--- src/hw/dsw_pkg.sv ---
// Purpose: Shared constants and types of the default start watchdog
// Assumes: Byte-wide registers on a plain address/strobe port
// Notes: Shortest period exponents of main clock and subclock are module parameters of the top
package dsw_pkg;

    // ************************************************************
    // Register map
    // ************************************************************
    localparam logic [31:0] DSW_MODE_ADDR = 32'hFFFFF6D0;
    localparam logic [31:0] DSW_KICK_ADDR = 32'hFFFFF6D4;
    localparam logic [31:0] DSW_STAT_ADDR = 32'hFFFFF6D8;

    // ************************************************************
    // Reset values and key codes
    // ************************************************************
    localparam logic [7:0] DSW_MODE_RESET = 8'h67;
    localparam logic [7:0] DSW_KICK_RESET = 8'h9A;
    localparam logic [7:0] DSW_KICK_KEY = 8'hAC;
    localparam logic [7:0] DSW_MODE_UNUSED = 8'h1F;

    // ************************************************************
    // Field positions of the mode register
    // ************************************************************
    localparam int DSW_ACT_HI_POS = 6;
    localparam int DSW_ACT_LO_POS = 5;
    localparam int DSW_PER_STOP_POS = 4;
    localparam int DSW_PER_SUB_POS = 3;
    localparam int DSW_PER_EXP_MSB = 2;

    // ************************************************************
    // Period exponents of the shortest code per source
    // ************************************************************
    localparam int DSW_MAIN_EXP_MIN = 18;
    localparam int DSW_SUB_EXP_MIN = 9;
    localparam int DSW_EXP_STEPS = 7;

    // ************************************************************
    // Types
    // ************************************************************
    typedef enum logic [1:0] {
        DSW_ACT_STOP,
        DSW_ACT_NMI,
        DSW_ACT_RESET
    } dsw_action_type;

    typedef enum logic {
        DSW_ST_DEFAULT,
        DSW_ST_LOCKED
    } dsw_state_type;

    typedef struct packed {
        logic [31:0] addr;
        logic [7:0] wdata;
        logic we;
        logic re;
    } dsw_bus_req_type;

    typedef struct packed {
        logic reset_req;
        logic nmi_req;
    } dsw_req_type;

endpackage : dsw_pkg

--- src/hw/dsw_tick_src.sv ---
// Purpose: Count enable of the watchdog from main clock or subclock
// Assumes: Subclock input is synchronous to clk_sys
// Notes: One enable per subclock rising edge when subclock is chosen
module dsw_tick_src (
    input wire logic clk_sys,
    input wire logic rst_n,
    input wire logic sub_clk,
    input wire logic sel_sub,
    input wire logic run,
    output logic tick
);
    import dsw_pkg::*;

    // ************************************************************
    // Subclock edge detect
    // ************************************************************
    logic sub_prev_reg;
    wire logic sub_rise;

    always_ff @(posedge clk_sys) begin
        if (!rst_n) begin
            sub_prev_reg <= 1'b0;
        end else begin
            sub_prev_reg <= sub_clk;
        end
    end

    assign sub_rise = sub_clk & ~sub_prev_reg;

    // ************************************************************
    // Enable select
    // ************************************************************
    assign tick = run & (sel_sub ? sub_rise : 1'b1);

endmodule // dsw_tick_src

--- src/hw/dsw_watchdog.sv ---
// Purpose: Default start watchdog with write-once mode register
// Assumes: Single clock clk_sys, synchronous active low reset
// Notes: Requests are one-cycle pulses toward reset and NMI logic

// Notes on behaviour
// - Mode register takes one write after reset; reads are always free.
// - Mode register resets to 67H: reset action, longest main period.
// - A second mode write forces the overflow request at once.
// - Action bits 6:5: 00 stop, 01 NMI request, 1x reset request.
// - Period codes 00000 to 00111 give 2^18 to 2^25 main cycles.
// - Codes 01000 to 01111 give 2^9 to 2^16 subclock cycles; bit4 stops.
// - Writing 1FH as the single write leaves the watchdog stopped.
// - Writing key ACH to the kick register clears and restarts the count.
// - Kick register resets to 9AH.
// - Counting starts by itself after reset in reset action.
// - Period elapsed without a kick raises reset or NMI per action.
// - Once configured to run, nothing stops the counter until reset.
module dsw_watchdog #(
    parameter int MAIN_EXP_MIN = dsw_pkg::DSW_MAIN_EXP_MIN,
    parameter int SUB_EXP_MIN = dsw_pkg::DSW_SUB_EXP_MIN
) (
    input wire logic clk_sys,
    input wire logic rst_n,
    input dsw_pkg::dsw_bus_req_type bus_req,
    output logic [7:0] rd_data,
    input wire logic sub_clk,
    output logic wd_reset_request,
    output logic wd_nmi_request
);
    import dsw_pkg::*;

    localparam int CNT_W = MAIN_EXP_MIN + DSW_EXP_STEPS;

    // ************************************************************
    // Declarations
    // ************************************************************
    logic [7:0] wd_mode_reg;
    logic [7:0] wd_mode_next;
    logic [7:0] wd_kick_reg;
    logic [7:0] wd_kick_next;
    logic [7:0] rd_data_reg;
    logic [7:0] rd_data_next;
    logic [CNT_W-1:0] cnt_reg;
    logic [CNT_W-1:0] cnt_next;
    dsw_state_type state_reg;
    dsw_state_type state_next;
    dsw_req_type req_reg;
    dsw_req_type req_next;
    dsw_action_type action;

    wire logic hit_mode;
    wire logic hit_kick;
    wire logic hit_stat;
    wire logic mode_wr;
    wire logic kick_wr;
    wire logic key_ok;
    wire logic first_wr;
    wire logic second_wr;
    wire logic wd_action_hi;
    wire logic wd_action_lo;
    wire logic wd_period_sel4;
    wire logic wd_period_sel3;
    wire logic [2:0] period_exp;
    wire logic [5:0] exp_base;
    wire logic [5:0] exp_sel;
    wire logic [CNT_W-1:0] cnt_limit;
    wire logic run;
    wire logic tick;
    wire logic terminal;
    wire logic overflow;
    wire logic fire;
    wire logic [7:0] stat_value;

    // ************************************************************
    // Address decode
    // ************************************************************
    assign hit_mode = (bus_req.addr == DSW_MODE_ADDR);
    assign hit_kick = (bus_req.addr == DSW_KICK_ADDR);
    assign hit_stat = (bus_req.addr == DSW_STAT_ADDR);
    assign mode_wr = bus_req.we & hit_mode;
    assign kick_wr = bus_req.we & hit_kick;
    assign key_ok = kick_wr & (bus_req.wdata == DSW_KICK_KEY);
    assign first_wr = mode_wr & (state_reg == DSW_ST_DEFAULT);
    assign second_wr = mode_wr & (state_reg == DSW_ST_LOCKED);

    // ************************************************************
    // Mode fields
    // ************************************************************
    assign wd_action_hi = wd_mode_reg[DSW_ACT_HI_POS];
    assign wd_action_lo = wd_mode_reg[DSW_ACT_LO_POS];
    assign wd_period_sel4 = wd_mode_reg[DSW_PER_STOP_POS];
    assign wd_period_sel3 = wd_mode_reg[DSW_PER_SUB_POS];
    assign period_exp = wd_mode_reg[DSW_PER_EXP_MSB:0];

    always_comb begin
        if (wd_action_hi) begin
            action = DSW_ACT_RESET;
        end else if (wd_action_lo) begin
            action = DSW_ACT_NMI;
        end else begin
            action = DSW_ACT_STOP;
        end
    end

    // ************************************************************
    // Period select
    // ************************************************************
    assign exp_base = wd_period_sel3 ? 6'(SUB_EXP_MIN) : 6'(MAIN_EXP_MIN);
    assign exp_sel = exp_base + {3'h0, period_exp};
    assign cnt_limit = (CNT_W'(1) << exp_sel) - CNT_W'(1);

    // Stop action or stop code freezes the counter
    assign run = (action != DSW_ACT_STOP) & ~wd_period_sel4;

    dsw_tick_src u_tick_src (
        .clk_sys(clk_sys),
        .rst_n(rst_n),
        .sub_clk(sub_clk),
        .sel_sub(wd_period_sel3),
        .run(run),
        .tick(tick)
    );

    // ************************************************************
    // Counter and overflow
    // ************************************************************
    assign terminal = (cnt_reg == cnt_limit);
    assign overflow = tick & terminal & ~key_ok;
    assign fire = overflow | second_wr;

    always_comb begin
        if (key_ok) begin
            cnt_next = '0;
        end else if (tick && terminal) begin
            cnt_next = '0;
        end else if (tick) begin
            cnt_next = cnt_reg + CNT_W'(1);
        end else begin
            cnt_next = cnt_reg;
        end
    end

    always_comb begin
        req_next.reset_req = fire & (action != DSW_ACT_NMI);
        req_next.nmi_req = fire & (action == DSW_ACT_NMI);
    end

    // ************************************************************
    // Write-once state and registers
    // ************************************************************
    always_comb begin
        state_next = state_reg;
        case (state_reg)
            DSW_ST_DEFAULT: begin
                if (mode_wr) begin
                    state_next = DSW_ST_LOCKED;
                end
            end
            DSW_ST_LOCKED: begin
                state_next = DSW_ST_LOCKED;
            end
            default: begin
                state_next = DSW_ST_LOCKED;
            end
        endcase
    end

    assign wd_mode_next = first_wr ? {1'b0, bus_req.wdata[6:0]}
                                   : wd_mode_reg;
    assign wd_kick_next = kick_wr ? bus_req.wdata : wd_kick_reg;

    always_ff @(posedge clk_sys) begin
        if (!rst_n) begin
            state_reg <= DSW_ST_DEFAULT;
            wd_mode_reg <= DSW_MODE_RESET;
            wd_kick_reg <= DSW_KICK_RESET;
        end else begin
            state_reg <= state_next;
            wd_mode_reg <= wd_mode_next;
            wd_kick_reg <= wd_kick_next;
        end
    end

    always_ff @(posedge clk_sys) begin
        if (!rst_n) begin
            cnt_reg <= '0;
            req_reg <= '0;
        end else begin
            cnt_reg <= cnt_next;
            req_reg <= req_next;
        end
    end

    // ************************************************************
    // Read path
    // ************************************************************
    assign stat_value = {5'h00, wd_period_sel3, run,
                         (state_reg == DSW_ST_LOCKED)};

    always_comb begin
        rd_data_next = 8'h00;
        if (bus_req.re) begin
            if (hit_mode) begin
                rd_data_next = wd_mode_reg;
            end else if (hit_kick) begin
                rd_data_next = wd_kick_reg;
            end else if (hit_stat) begin
                rd_data_next = stat_value;
            end else begin
                rd_data_next = 8'h00;
            end
        end
    end

    always_ff @(posedge clk_sys) begin
        if (!rst_n) begin
            rd_data_reg <= 8'h00;
        end else begin
            rd_data_reg <= rd_data_next;
        end
    end

    assign rd_data = rd_data_reg;
    assign wd_reset_request = req_reg.reset_req;
    assign wd_nmi_request = req_reg.nmi_req;
endmodule // dsw_watchdog

--- config.mk ---
export PLATFORM = sky130hd
export DESIGN_NAME = dsw_watchdog
export DESIGN_NICKNAME = d
export VERILOG_FILES = /design/src/hw/dsw_pkg.sv /design/src/hw/dsw_tick_src.sv /design/src/hw/dsw_watchdog.sv
export SDC_FILE = /design/constraint.sdc
export NUM_CORES = 1
export LEC_CHECK = 0
export ABC_CLOCK_PERIOD_IN_PS = 3400
export BUFFER_PORTS_ARGS = -buffer_cell sky130_fd_sc_hd__clkbuf_2
export CORE_AREA = 5 5 110 112
export DETAILED_ROUTE_END_ITERATION = 8
export DIE_AREA = 0 0 115 117
export SYNTH_ARGS = -nofsm -noshare
export SYNTH_HDL_FRONTEND = slang
export SYNTH_SLANG_ARGS = --single-unit
--- constraint.sdc ---
create_clock -name clk_sys -period 3.4 [get_ports clk_sys]
set_input_delay 0.68 -clock clk_sys [delete_from_list [all_inputs] [get_ports clk_sys]]
set_output_delay 0.68 -clock clk_sys [all_outputs]
set_load 0.1 [all_outputs]
Word-level counts from Yosys, hierarchy flattened
Cells that the tools add are included.
- div/mod/pow operators: 0
- equal/unequal tests: 7
- multiplexer cells: 9
- reductions and logical operators: 5
- shift-type cells: 1
- add/subtract/negate cells: 3
- bitwise operators: 19
- magnitude comparators: 0
- $mul: 0
- operator list (operator ; number):
    32-bit equality test, second input constant ; 3
    25-bit by 1-bit adder with 25-bit output, second input constant ; 1
    25-bit equality test ; 1
    1-bit by 6-bit left shift with 25-bit output, first input constant ; 1
    25-bit by 2-bit subtractor with 25-bit output, second input constant ; 1
    1-bit bitwise AND ; 12
    8-bit equality test, second input constant ; 1
    8-bit two-way mux ; 1
    7-bit two-way mux ; 1
    5-bit by 3-bit adder with 6-bit output ; 1
    1-bit inverter ; 6
    5-bit two-way mux ; 1
    1-bit two-way mux ; 3
    3-bit two-way mux ; 1
    3-bit OR reduction ; 1
    2-bit by 1-bit equality test with 1-bit output, second input constant ; 1
    2-bit two-way mux ; 1
    2-bit by 1-bit inequality test with 1-bit output, second input constant ; 1
    1-bit case mux with 2 select lines ; 1
    2-bit AND reduction ; 1
    2-bit nonzero test ; 1
    2-bit OR reduction ; 1
    1-bit logical AND ; 1
    1-bit bitwise OR ; 1
- memory bits (read-only): 0
- memories kept: 0
- bits in writable memories: 0
- bits of input ports: 45
- latch bits: 0
- register bits after elaboration: 52
- output and inout bits: 10

Depth between registers and ports, before layout
Gate-level depths: netlist (run 1).
- depth after elaboration: 9
- depth in mapped cells: 13
- depth with buffers taken out: 11

Modules after synthesis
From an unflattened synthesis (run 1), not the netlist that was laid out.
- cell total of the unflattened synthesis: 376
- area total of the unflattened synthesis: 3098.0 µm²
- modules (own cells, without submodules) (module ; instances ; cells each ; area an instance (µm²)):
    dsw_watchdog ; 1 ; 372 ; 3057.9
    dsw_tick_src ; 1 ; 4 ; 40.0

Worst setup path before layout (run 1)
No wires, ideal clock.
- path kind: register to register
- start point: register wd_mode_reg[3]
- end point: register cnt_reg[9]
- data arrival time: 2802 ps
- library setup time: 115 ps
- path buffers: 3
- setup slack: 483 ps
- cell stages (with the launch flop): 14
- path through: dfxtp_1 -> buf_2 -> inv_1 -> ha_1 -> a21oi_1 -> buf_2 -> mux2i_1 -> xor2_1 -> a21oi_1 -> nand4_1 -> nor4_2 -> a31o_2 -> buf_4 -> nor2_1
- cells in the longest elaborated chain, start to end: 7
- elaborated cells on any way between the ends: 9
- ends and longest elaborated chain (what ; RTL line ; text):
    from (decl) ; dsw_watchdog.sv:37 ; logic [7:0] wd_mode_reg;
    from (signal assigned) ; dsw_watchdog.sv:179 ; wd_mode_reg <= wd_mode_next;
    5-bit two-way mux ; dsw_watchdog.sv:108 ; assign exp_base = wd_period_sel3 ? 6'(SUB_EXP_MIN) : 6'(MAIN_EXP_MIN);
    5-bit by 3-bit adder with 6-bit output ; dsw_watchdog.sv:109 ; assign exp_sel = exp_base + {3'h0, period_exp};
    1-bit by 6-bit left shift with 25-bit output ; dsw_watchdog.sv:110 ; assign cnt_limit = (CNT_W'(1) << exp_sel) - CNT_W'(1);
    25-bit by 2-bit subtractor with 25-bit output ; dsw_watchdog.sv:110 ;
    25-bit equality test ; dsw_watchdog.sv:127 ; assign terminal = (cnt_reg == cnt_limit);
    1-bit logical AND ; dsw_watchdog.sv:134 ; end else if (tick && terminal) begin
    3-bit OR reduction (no line) ; - ;
    to (signal assigned) ; dsw_watchdog.sv:189 ; cnt_reg <= cnt_next;
    to (decl) ; dsw_watchdog.sv:43 ; logic [CNT_W-1:0] cnt_reg;
Several ways; a longest one is shown, not always the timed one.
A chain may end at the register's enable or synchronous reset.

Final worst setup path (run 1)
- start point: register wd_mode_reg[0]
- end point: register cnt_reg[1]
- cells in the longest elaborated chain, start to end: 6
- ends and longest elaborated chain (what ; RTL line):
    5-bit by 3-bit adder with 6-bit output ; dsw_watchdog.sv:109
    1-bit by 6-bit left shift with 25-bit output ; dsw_watchdog.sv:110
    25-bit by 2-bit subtractor with 25-bit output ; dsw_watchdog.sv:110
    25-bit equality test ; dsw_watchdog.sv:127
    1-bit logical AND ; dsw_watchdog.sv:134
    3-bit OR reduction (no line) ; -
Every way passes these cells.

==> results of run 1 <==
-- final cells by class --
class / instances / area (sq um)
fill: 1153 / 7360
multi-input combinational: 308 / 1960
sequential: 52 / 1040
timing repair buffer: 66 / 373
tap: 143 / 179
clock buffer: 5 / 125
clock inverter: 3 / 46.3
inverter: 10 / 37.5
-- cells by family after synthesis --
logic type | Yosys count | share of synthesized area
AO/OA/AOI/OAI | 59 | 0.127
buffers and inverters | 29 | 0.0416
flip-flops | 52 | 0.333
XOR/XNOR | 41 | 0.115
multiplexers | 16 | 0.0512
other | 1 | 0.00120
adder cells (fa/ha/maj) | 5 | 0.0224
AND/OR/NAND/NOR | 185 | 0.309
-- per-stage QoR --
stage | cells | instance area, sq um | setup slack, ns
2_1_floorplan | 389 | 3130 | 0.483
6_report | 587 | 3760 | 0.411
3_3_place_gp | 579 | 3590 | 0.469
5_1_grt | 587 | 3760 | 0.162
4_1_cts | 587 | 3760 | 0.435
3_5_place_dp | 579 | 3590 | 0.455
-- critical path: stages (launching register included) --
cell	delay (ns)
dfxtp_1	0.37
ha_1	0.21
inv_1	0.06
fa_1	0.38
buf_4	0.22
nand3b_1	0.19
mux2i_1	0.27
xor2_1	0.12
a21oi_1	0.13
nand4_1	0.12
nor4_2	0.35
a31o_2	0.23
buf_12	0.16
nor2_1	0.06
-- metal layers --
metal,global-route usage,vias to the layer above
met5,0,-
met4,0.0305,0
li1,-,1472
met2,0.217,85
met1,0.148,1346
met3,0.0252,13
-- power by group --
part	internal (W)	switching [W]	total, W	leakage (nW)
clock	0.000350	0.000236	0.000586	0.0804
combinational	0.0000384	0.0000414	0.0000797	0.974
sequential	0.000612	0.00000390	0.000616	0.420
total	0.00100	0.000281	0.00128	1.47
-- how the worst min path moves through the flow --
| stage | end | cells after the start |
|---|---|---|
| finish | wd_kick_reg[0] | 2 |
| global route | wd_kick_reg[0] | 2 |
| CTS | wd_kick_reg[0] | 2 |
| detailed placement | wd_kick_reg[0] | 2 |
| global placement | wd_kick_reg[0] | 2 |
| floorplan | wd_kick_reg[0] | 2 |
-- placed cells by master (no fill, tap or decap), types with 3 or more instances in the layout --
cell type / count
a22oi_1: 6
xor2_1: 24
clkbuf_2: 54
nor2_1: 58
nor3_1: 10
nand4b_1: 4
a21oi_1: 17
dfxtp_1: 52
and4_1: 3
clkbuf_16: 5
mux2i_1: 16
nand3_1: 21
nor4_1: 4
buf_4: 11
nand2b_1: 8
ha_1: 4
nand4_1: 9
inv_1: 9
and3_1: 6
a31oi_1: 6
xnor2_1: 17
o21ai_0: 9
nor2b_1: 3
nand2_1: 40
==> flow_metrics.tcl, run 1 <==
set metrics [dict create \
    coreArea_sq_um 11100 \
    synth_flop_cell "dfxtp_1" \
    grt_pass1_wl_mm 13.5 \
    grt_max_degree 25 \
    r2r_slack_ns 0.41 \
    netlist_area_sq_um 3130 \
    final_hold_viol_count 0 \
    io_pins 55 \
    final_antenna_net_count 0 \
    tightest_slew_ns 0.547 \
    synth_cell_types 58 \
    slew_violations 0 \
    final.setup_skew_ns 0.00592 \
    hpwl_mm 6.03 \
    ys_ff_latch 52 \
    report.power.total_w 0.00128 \
    grt_pass1_vias 2890 \
    routed.top_layer "met4" \
    largest_reg_flops 25 \
    clk_pin_slew_ns 0.07 \
    nets 493 \
    fin_util 0.338 \
    p_leak_nw 1.47 \
    synth_area_leaders "dfxtp_1 33%, nor2_1 7.0%, xor2_1 6.7%" \
    insertion_delay_ns 0.29 \
    wl_met1_mm 3.49 \
    io_buffers 54 \
    drv_cap 0 \
    reg2reg_to "cnt_reg[1]" \
    cts_buffer_depth 2 \
    diodes 0 \
    route.met2.wl_mm 3.79 \
    synthesis.instances 388 \
    area_growth_pct 20.3 \
    first_iter_violations 178 \
    post_cts_resized 0 \
    hold_buffers 0 \
    cts_max_level 2 \
    startpoint "wd_mode_reg[0]" \
    drtPass1Iterations 5 \
    worst-path-max-fanout 24 \
    async_flop_share 0 \
    worstPathRequired_ns 3.59 \
    cp-endpoint "cnt_reg[1]" \
    synth_edf_count 0 \
    critPathLaunchType "flip-flop" \
    r2r_cells 13 \
    rsz0062_at_grt "false" \
    power_density_nw_per_um2 340 \
    setup_viol 0 \
    hold_slack_ns 0.456 \
    antenna_found_initial 0 \
    setup_tns_ns 0 \
    hold_class "flip-flop to flip-flop" \
    cts_tree "yes" \
    die_width_microns 115 \
    num_vias 2916 \
    drc_errors 0 \
    worst_ir_drop_vdd_mv 0.172 \
    grt.overflow.total 0 \
    min_period_over_period 0.879 \
    yosys-top-cells-count "58 x nor2_1, 52 x dfxtp_1, 40 x nand2_1" \
    rows 39 \
    syn_area_per_cell_sq_um 8.07 \
    max_slew_margin 0.637 \
    min_from "wd_kick_reg[0]" \
    fmax_ghz 0.335 \
    root_buffer "clkbuf_16" \
    numClockSinks 52 \
    finalCriticalPeriod_ns 2.99 \
    status "finished clean" \
    timing.rr.start "wd_mode_reg[0]" \
    synth_top_cell_area_share 0.333 \
    end_kind "flip-flop" \
    grt_usage 0.121 \
    post_cts.repair.setup_buffers 0 \
    synth.most_common_cell "nor2_1" \
    cp.arrival_ns 3.18 \
    drive_above_1_share 0.196 \
    synth_top_area_cell "dfxtp_1" \
    initial_utilization 0.281 \
    seq_area_frac_synth 0.333 \
    post_drt_wl_per_cell_microns 13.5 \
    yosys_warnings 0 \
    path_class "flip-flop to flip-flop" \
    via_per_inst 4.97 \
    die_area_sq_um 13500 \
    gp_congestion 0.886 \
    drt-total-wl_mm 7.95 \
    die_h_microns 117 \
    wl_met3_microns 546 \
    cts_buffers 5 \
]
No activity file was read; power rests on OpenSTA's default activity.
==> inputs of run 2 (changes only) <==
--- a/config.mk
+++ b/config.mk
@@ -7,9 +7,9 @@
 export LEC_CHECK = 0
 export ABC_CLOCK_PERIOD_IN_PS = 3400
 export BUFFER_PORTS_ARGS = -buffer_cell sky130_fd_sc_hd__clkbuf_2
-export CORE_AREA = 5 5 110 112
+export CORE_AREA = 3 3 108 110
 export DETAILED_ROUTE_END_ITERATION = 8
-export DIE_AREA = 0 0 115 117
+export DIE_AREA = 0 0 111 113
 export SYNTH_ARGS = -nofsm -noshare
 export SYNTH_HDL_FRONTEND = slang
 export SYNTH_SLANG_ARGS = --single-unit
==> constraint.sdc (replaced) <==
create_clock -name clk_sys -period 3.4 [get_ports clk_sys]
set_input_delay 0.68 -clock clk_sys [delete_from_list [all_inputs] [get_ports clk_sys]]
set_output_delay 0.68 -clock clk_sys [all_outputs]
set_load 0.05 [all_outputs]
==> run 2 against run 1 <==
Against the previous run: setup slack worse by 0.20 ns; die area fell by 6.8%; combinational power is 0.8% higher; first-iteration DRC count up 67%; largest cell class unchanged; largest power group unchanged.
==> flow_metrics.tcl, run 2 (same netlist as run 1, synthesis figures left out) <==
set metrics [dict create \
    cts_max_level 2 \
    path_class "flip-flop to flip-flop" \
    numClockSinks 52 \
    grt_pass1_wl_mm 13.6 \
    drive_above_1_share 0.200 \
    via_per_inst 4.97 \
    final_antenna_net_count 0 \
    status "finished clean" \
    multi_input_area_sq_um 1970 \
    min_period_over_period 0.938 \
    cts_tree "yes" \
    die_width_microns 111 \
    die_h_microns 113 \
    gp_congestion 0.877 \
    initial_utilization 0.290 \
    finalCriticalPeriod_ns 3.19 \
    io_buffers 54 \
    drc_errors 0 \
    slew_violations 0 \
    setup_tns_ns 0 \
    first_iter_violations 297 \
    crit_top_cell "buf_4" \
    largest_reg_flops 25 \
    setup_viol 0 \
    area_growth_pct 18.9 \
    cp.arrival_ns 3.40 \
    grt_pass1_vias 2865 \
    drtPass1Iterations 5 \
    num-fill-cells 1109 \
    diodes 0 \
    io_pins 55 \
    hold_class "flip-flop to flip-flop" \
    grt.overflow.total 0 \
    die_area_sq_um 12500 \
    clk_pin_slew_ns 0.09 \
    hpwl_mm 6.08 \
    rsz0062_at_grt "false" \
    worst-path-max-fanout 24 \
    antenna_found_initial 0 \
    p_leak_nw 1.46 \
    insertion_delay_ns 0.32 \
    grt_max_degree 25 \
    grt_usage 0.128 \
    end_kind "flip-flop" \
    post_drt_wl_per_cell_microns 13.4 \
    rows 38 \
    drv_cap 0 \
    max_stage_delay_ns 0.36 \
    cpMaxStageDelayCell "nor4_2" \
    seq_area_sq_um 1040 \
    dp_cells 577 \
    power_density_nw_per_um2 308 \
    final_common_cell "nor2_1" \
    cts_buffer_depth 2 \
    root_buffer "clkbuf_8" \
    fmax_ghz 0.314 \
    critPathLaunchType "flip-flop" \
    final.setup_skew_ns 0.0160 \
    coreArea_sq_um 10800 \
    worstPathCellList "buf_4 > buf_4 > inv_1 > ha_1 > a21oi_1 > buf_4 > mux2i_1 > xor2_1 > a21oi_1 > nand4_1 > nor4_2 > a31o_2 > buf_12 > nor2_1" \
    final_hold_viol_count 0 \
    worst_ir_drop_vdd_mv 0.148 \
    drt-total-wl_mm 7.82 \
    stdcell_count 585 \
    num_vias 2907 \
    hold_buffers 0 \
    final_cell_mix "58 x nor2_1, 54 x clkbuf_2, 52 x dfxtp_1" \
    cts_buffers 5 \
    worstPathRequired_ns 3.61 \
    nets 494 \
    post_cts.repair.setup_buffers 0 \
]
==> run 2: changes by cell type in the layout (fill, tap and decap cells not counted), sizes merged <==
cell	before	now
buf	12	13
clkinv	1	2
clkbuf	59	60
inv	10	9
clkinvlp	1	0
==> run 2: power by group <==
| group | internal [W] | leakage, nW | switching [W] | total (W) |
|---|---|---|---|---|
| clock | 0.000241 | 0.0614 | 0.000208 | 0.000449 |
| combinational | 0.0000384 | 0.978 | 0.0000419 | 0.0000803 |
| sequential | 0.000612 | 0.420 | 0.00000391 | 0.000616 |
==> run 2: per-stage QoR <==
stage               hold slack, ns  power [W]  worst slack (ns)  cell area [sq um]  utilization
floorplan                    0.432   0.000672             0.483               3130            -
global placement             0.439   0.000708             0.350               3600        0.333
detailed placement           0.452   0.000709             0.246               3600        0.333
CTS                          0.466    0.00116             0.231               3720        0.345
global route                 0.492    0.00119           0.00739               3720        0.345
finish                       0.462    0.00115             0.212               3720        0.345
==> run 2: final cells by class <==
class                   count  share of cell area
flip-flops and latches     52               0.280
inverters                  10              0.0101
repair buffers             67               0.102
well taps                 140              0.0471
multi-input cells         308               0.528
clock inverters             2              0.0104
clock buffers               6              0.0222
==> run 2: timing repair <==
action | 4_1_cts | 5_1_grt
endpoints found under the setup margin | 0 | 4
resized for setup | 0 | 1
hold endpoints to repair | 0 | 0
==> run 2: worst max-delay path: cells and delay by family, from the launching register on <==
kind	cells	cell delay (ns)
buf+inv	5	0.91
compound gates	3	0.56
simple gates	3	0.55
flops	1	0.34
fa+ha+maj	1	0.30
mux	1	0.30
xor+xnor	1	0.12
==> run 2: metal layers <==
metal  routed length (microns)  global-route usage
met1                      3610               0.165
met2                      3720               0.217
met3                       384              0.0209
met4                       109              0.0435
met5                         0                   0
==> run 2: final timing paths <==
kind / to / from / cells past startpoint / slack, ns
worst max register to register: cnt_reg[17] / wd_mode_reg[3] / 14 / 0.21
worst max-delay path: cnt_reg[17] / wd_mode_reg[3] / 14 / 0.21
worst min register to register: wd_kick_reg[5] / wd_kick_reg[5] / 2 / 0.46
worst min-delay path: wd_kick_reg[5] / wd_kick_reg[5] / 2 / 0.46
==> inputs of run 3 (changes only) <==
--- a/config.mk
+++ b/config.mk
@@ -7,9 +7,9 @@
 export LEC_CHECK = 0
 export ABC_CLOCK_PERIOD_IN_PS = 3400
 export BUFFER_PORTS_ARGS = -buffer_cell sky130_fd_sc_hd__clkbuf_2
-export CORE_AREA = 3 3 108 110
+export CORE_AREA = 3 3 103 105
 export DETAILED_ROUTE_END_ITERATION = 8
-export DIE_AREA = 0 0 111 113
+export DIE_AREA = 0 0 106 108
 export SYNTH_ARGS = -nofsm -noshare
 export SYNTH_HDL_FRONTEND = slang
 export SYNTH_SLANG_ARGS = --single-unit
==> run 3 against run 2 <==
Against the previous run: critical path depth decreased by 1; die area decreased by 8.7%; sequential share of layout area increased by 0.28 points; cell count decreased by 1.2%; worst hold slack improved by 0.0024 ns; power decreased by 5.6%; sequential cell count unchanged; register-to-register slack improved by 0.13 ns; first-iteration DRC count decreased by 32%; clock power decreased by 14%; global-route usage increased by 1.5 points; critical path type unchanged; largest cell class unchanged.
==> flow_metrics.tcl, run 3 (same netlist as run 1, synthesis figures left out) <==
set metrics [dict create \
    status "finished clean" \
    clk_pin_slew_ns 0.11 \
    drc_errors 0 \
    grt_pass1_wl_mm 13.6 \
    drv_cap 0 \
    diodes 0 \
    path_class "flip-flop to flip-flop" \
    min_period_over_period 0.900 \
    final_antenna_net_count 0 \
    grt.overflow.total 0 \
    final_cell_mix "58 x nor2_1, 54 x clkbuf_2, 52 x dfxtp_1" \
    die_area_sq_um 11400 \
    post_cts.repair.setup_buffers 0 \
    numClockSinks 52 \
    drtPass1Iterations 4 \
    area_growth_pct 17.7 \
    final_common_cell "nor2_1" \
    worst-path-max-fanout 24 \
    critPathLaunchType "flip-flop" \
    first_iter_violations 203 \
    cts_buffers 5 \
    rsz0062_at_grt "false" \
    grt_usage 0.143 \
    root_buffer "clkbuf_8" \
    io_pins 55 \
    hold_buffers 0 \
    p_leak_nw 1.45 \
    drt-total-wl_mm 7.86 \
    hold_class "flip-flop to flip-flop" \
    hpwl_mm 6.06 \
    drive_above_1_share 0.198 \
    grt_use_met3 0.0287 \
    largest_reg_flops 25 \
    cts_buffer_depth 2 \
    cts_tree "yes" \
    die_h_microns 108 \
    io_buffers 54 \
    report.power.total_w 0.00108 \
    nets 494 \
    worstPathRequired_ns 3.66 \
    end_kind "flip-flop" \
    seq_area_sq_um 1040 \
    slew_violations 0 \
    setup_viol 0 \
    grt_max_degree 25 \
    gp_congestion 0.848 \
    coreArea_sq_um 9730 \
    rows 36 \
    num-fill-cells 1026 \
    cts_max_level 2 \
    cp.arrival_ns 3.32 \
    final_hold_viol_count 0 \
    antenna_found_initial 0 \
    initial_utilization 0.322 \
    power_density_nw_per_um2 293 \
    finalCriticalPeriod_ns 3.06 \
    post_cts_resized 0 \
    use_met1 0.181 \
    grtUsageMet2 0.250 \
    final.setup_skew_ns 0.0119 \
    via_per_inst 5.04 \
    setup_tns_ns 0 \
    multi_input_area_sq_um 1960 \
    die_width_microns 106 \
    fmax_ghz 0.327 \
    grt_pass1_vias 2864 \
    num_vias 2915 \
    worst_ir_drop_vdd_mv 0.155 \
    post_drt_wl_per_cell_microns 13.6 \
    insertion_delay_ns 0.32 \
    top_usage_layer "met2" \
]
==> run 3: cell types whose count changed in the layout (fill, tap and decap cells not counted), sizes merged <==
cell,change
inv,+1
clkbuf,-1
clkinvlp,+1
bufinv,-1
==> run 3: through the flow <==
stage	worst slack, ns	area [sq um]	hold WS (ns)	utilization	instances
after floorplan	0.483	3130	0.432	-	389
after global placement	0.443	3590	0.439	0.369	570
after detailed placement	0.421	3590	0.449	0.369	570
after CTS	0.379	3680	0.465	0.379	578
after global routing	0.124	3680	0.496	0.379	578
final	0.339	3680	0.465	0.379	578
==> run 3: critical path, stage by stage (launching register included) <==
cell     delay (ns)
dfxtp_1        0.38
ha_1           0.20
inv_1          0.06
fa_1           0.51
buf_4          0.23
o21ai_0        0.25
a21oi_1        0.08
nor3_1         0.28
xor2_1         0.21
xnor2_1        0.17
nor3_1         0.08
a31o_2         0.27
buf_12         0.16
nor2_1         0.11
==> run 3: routing by layer <==
metal  routed length [microns]  up-vias
met5                         0        -
met4                        81        0
met3                       319       10
met2                      3890       69
met1                      3570     1368
li1                          -     1468
==> run 3: final timing paths <==
kind	slack, ns	startpoint	depth (start not counted)	end
setup / recovery	0.34	wd_mode_reg[0]	13	cnt_reg[16]
hold / removal	0.46	wd_kick_reg[5]	2	wd_kick_reg[5]
setup reg to reg	0.34	wd_mode_reg[0]	13	cnt_reg[16]
hold reg to reg	0.46	wd_kick_reg[5]	2	wd_kick_reg[5]
==> run 3: final cells by class <==
class,count,share of cell area
clock buffers,5,0.0187
clock inverters,3,0.00747
inverters,10,0.0102
multi-input cells,308,0.533
flip-flops and latches,52,0.283
well taps,133,0.0452
repair buffers,67,0.103
==> run 3: power breakdown <==
| part | switching, W | internal [W] | total, W | leakage (nW) |
|---|---|---|---|---|
| logic | 0.0000415 | 0.0000383 | 0.0000798 | 0.979 |
| registers | 0.00000364 | 0.000612 | 0.000616 | 0.420 |
| clock network | 0.000233 | 0.000152 | 0.000385 | 0.0463 |
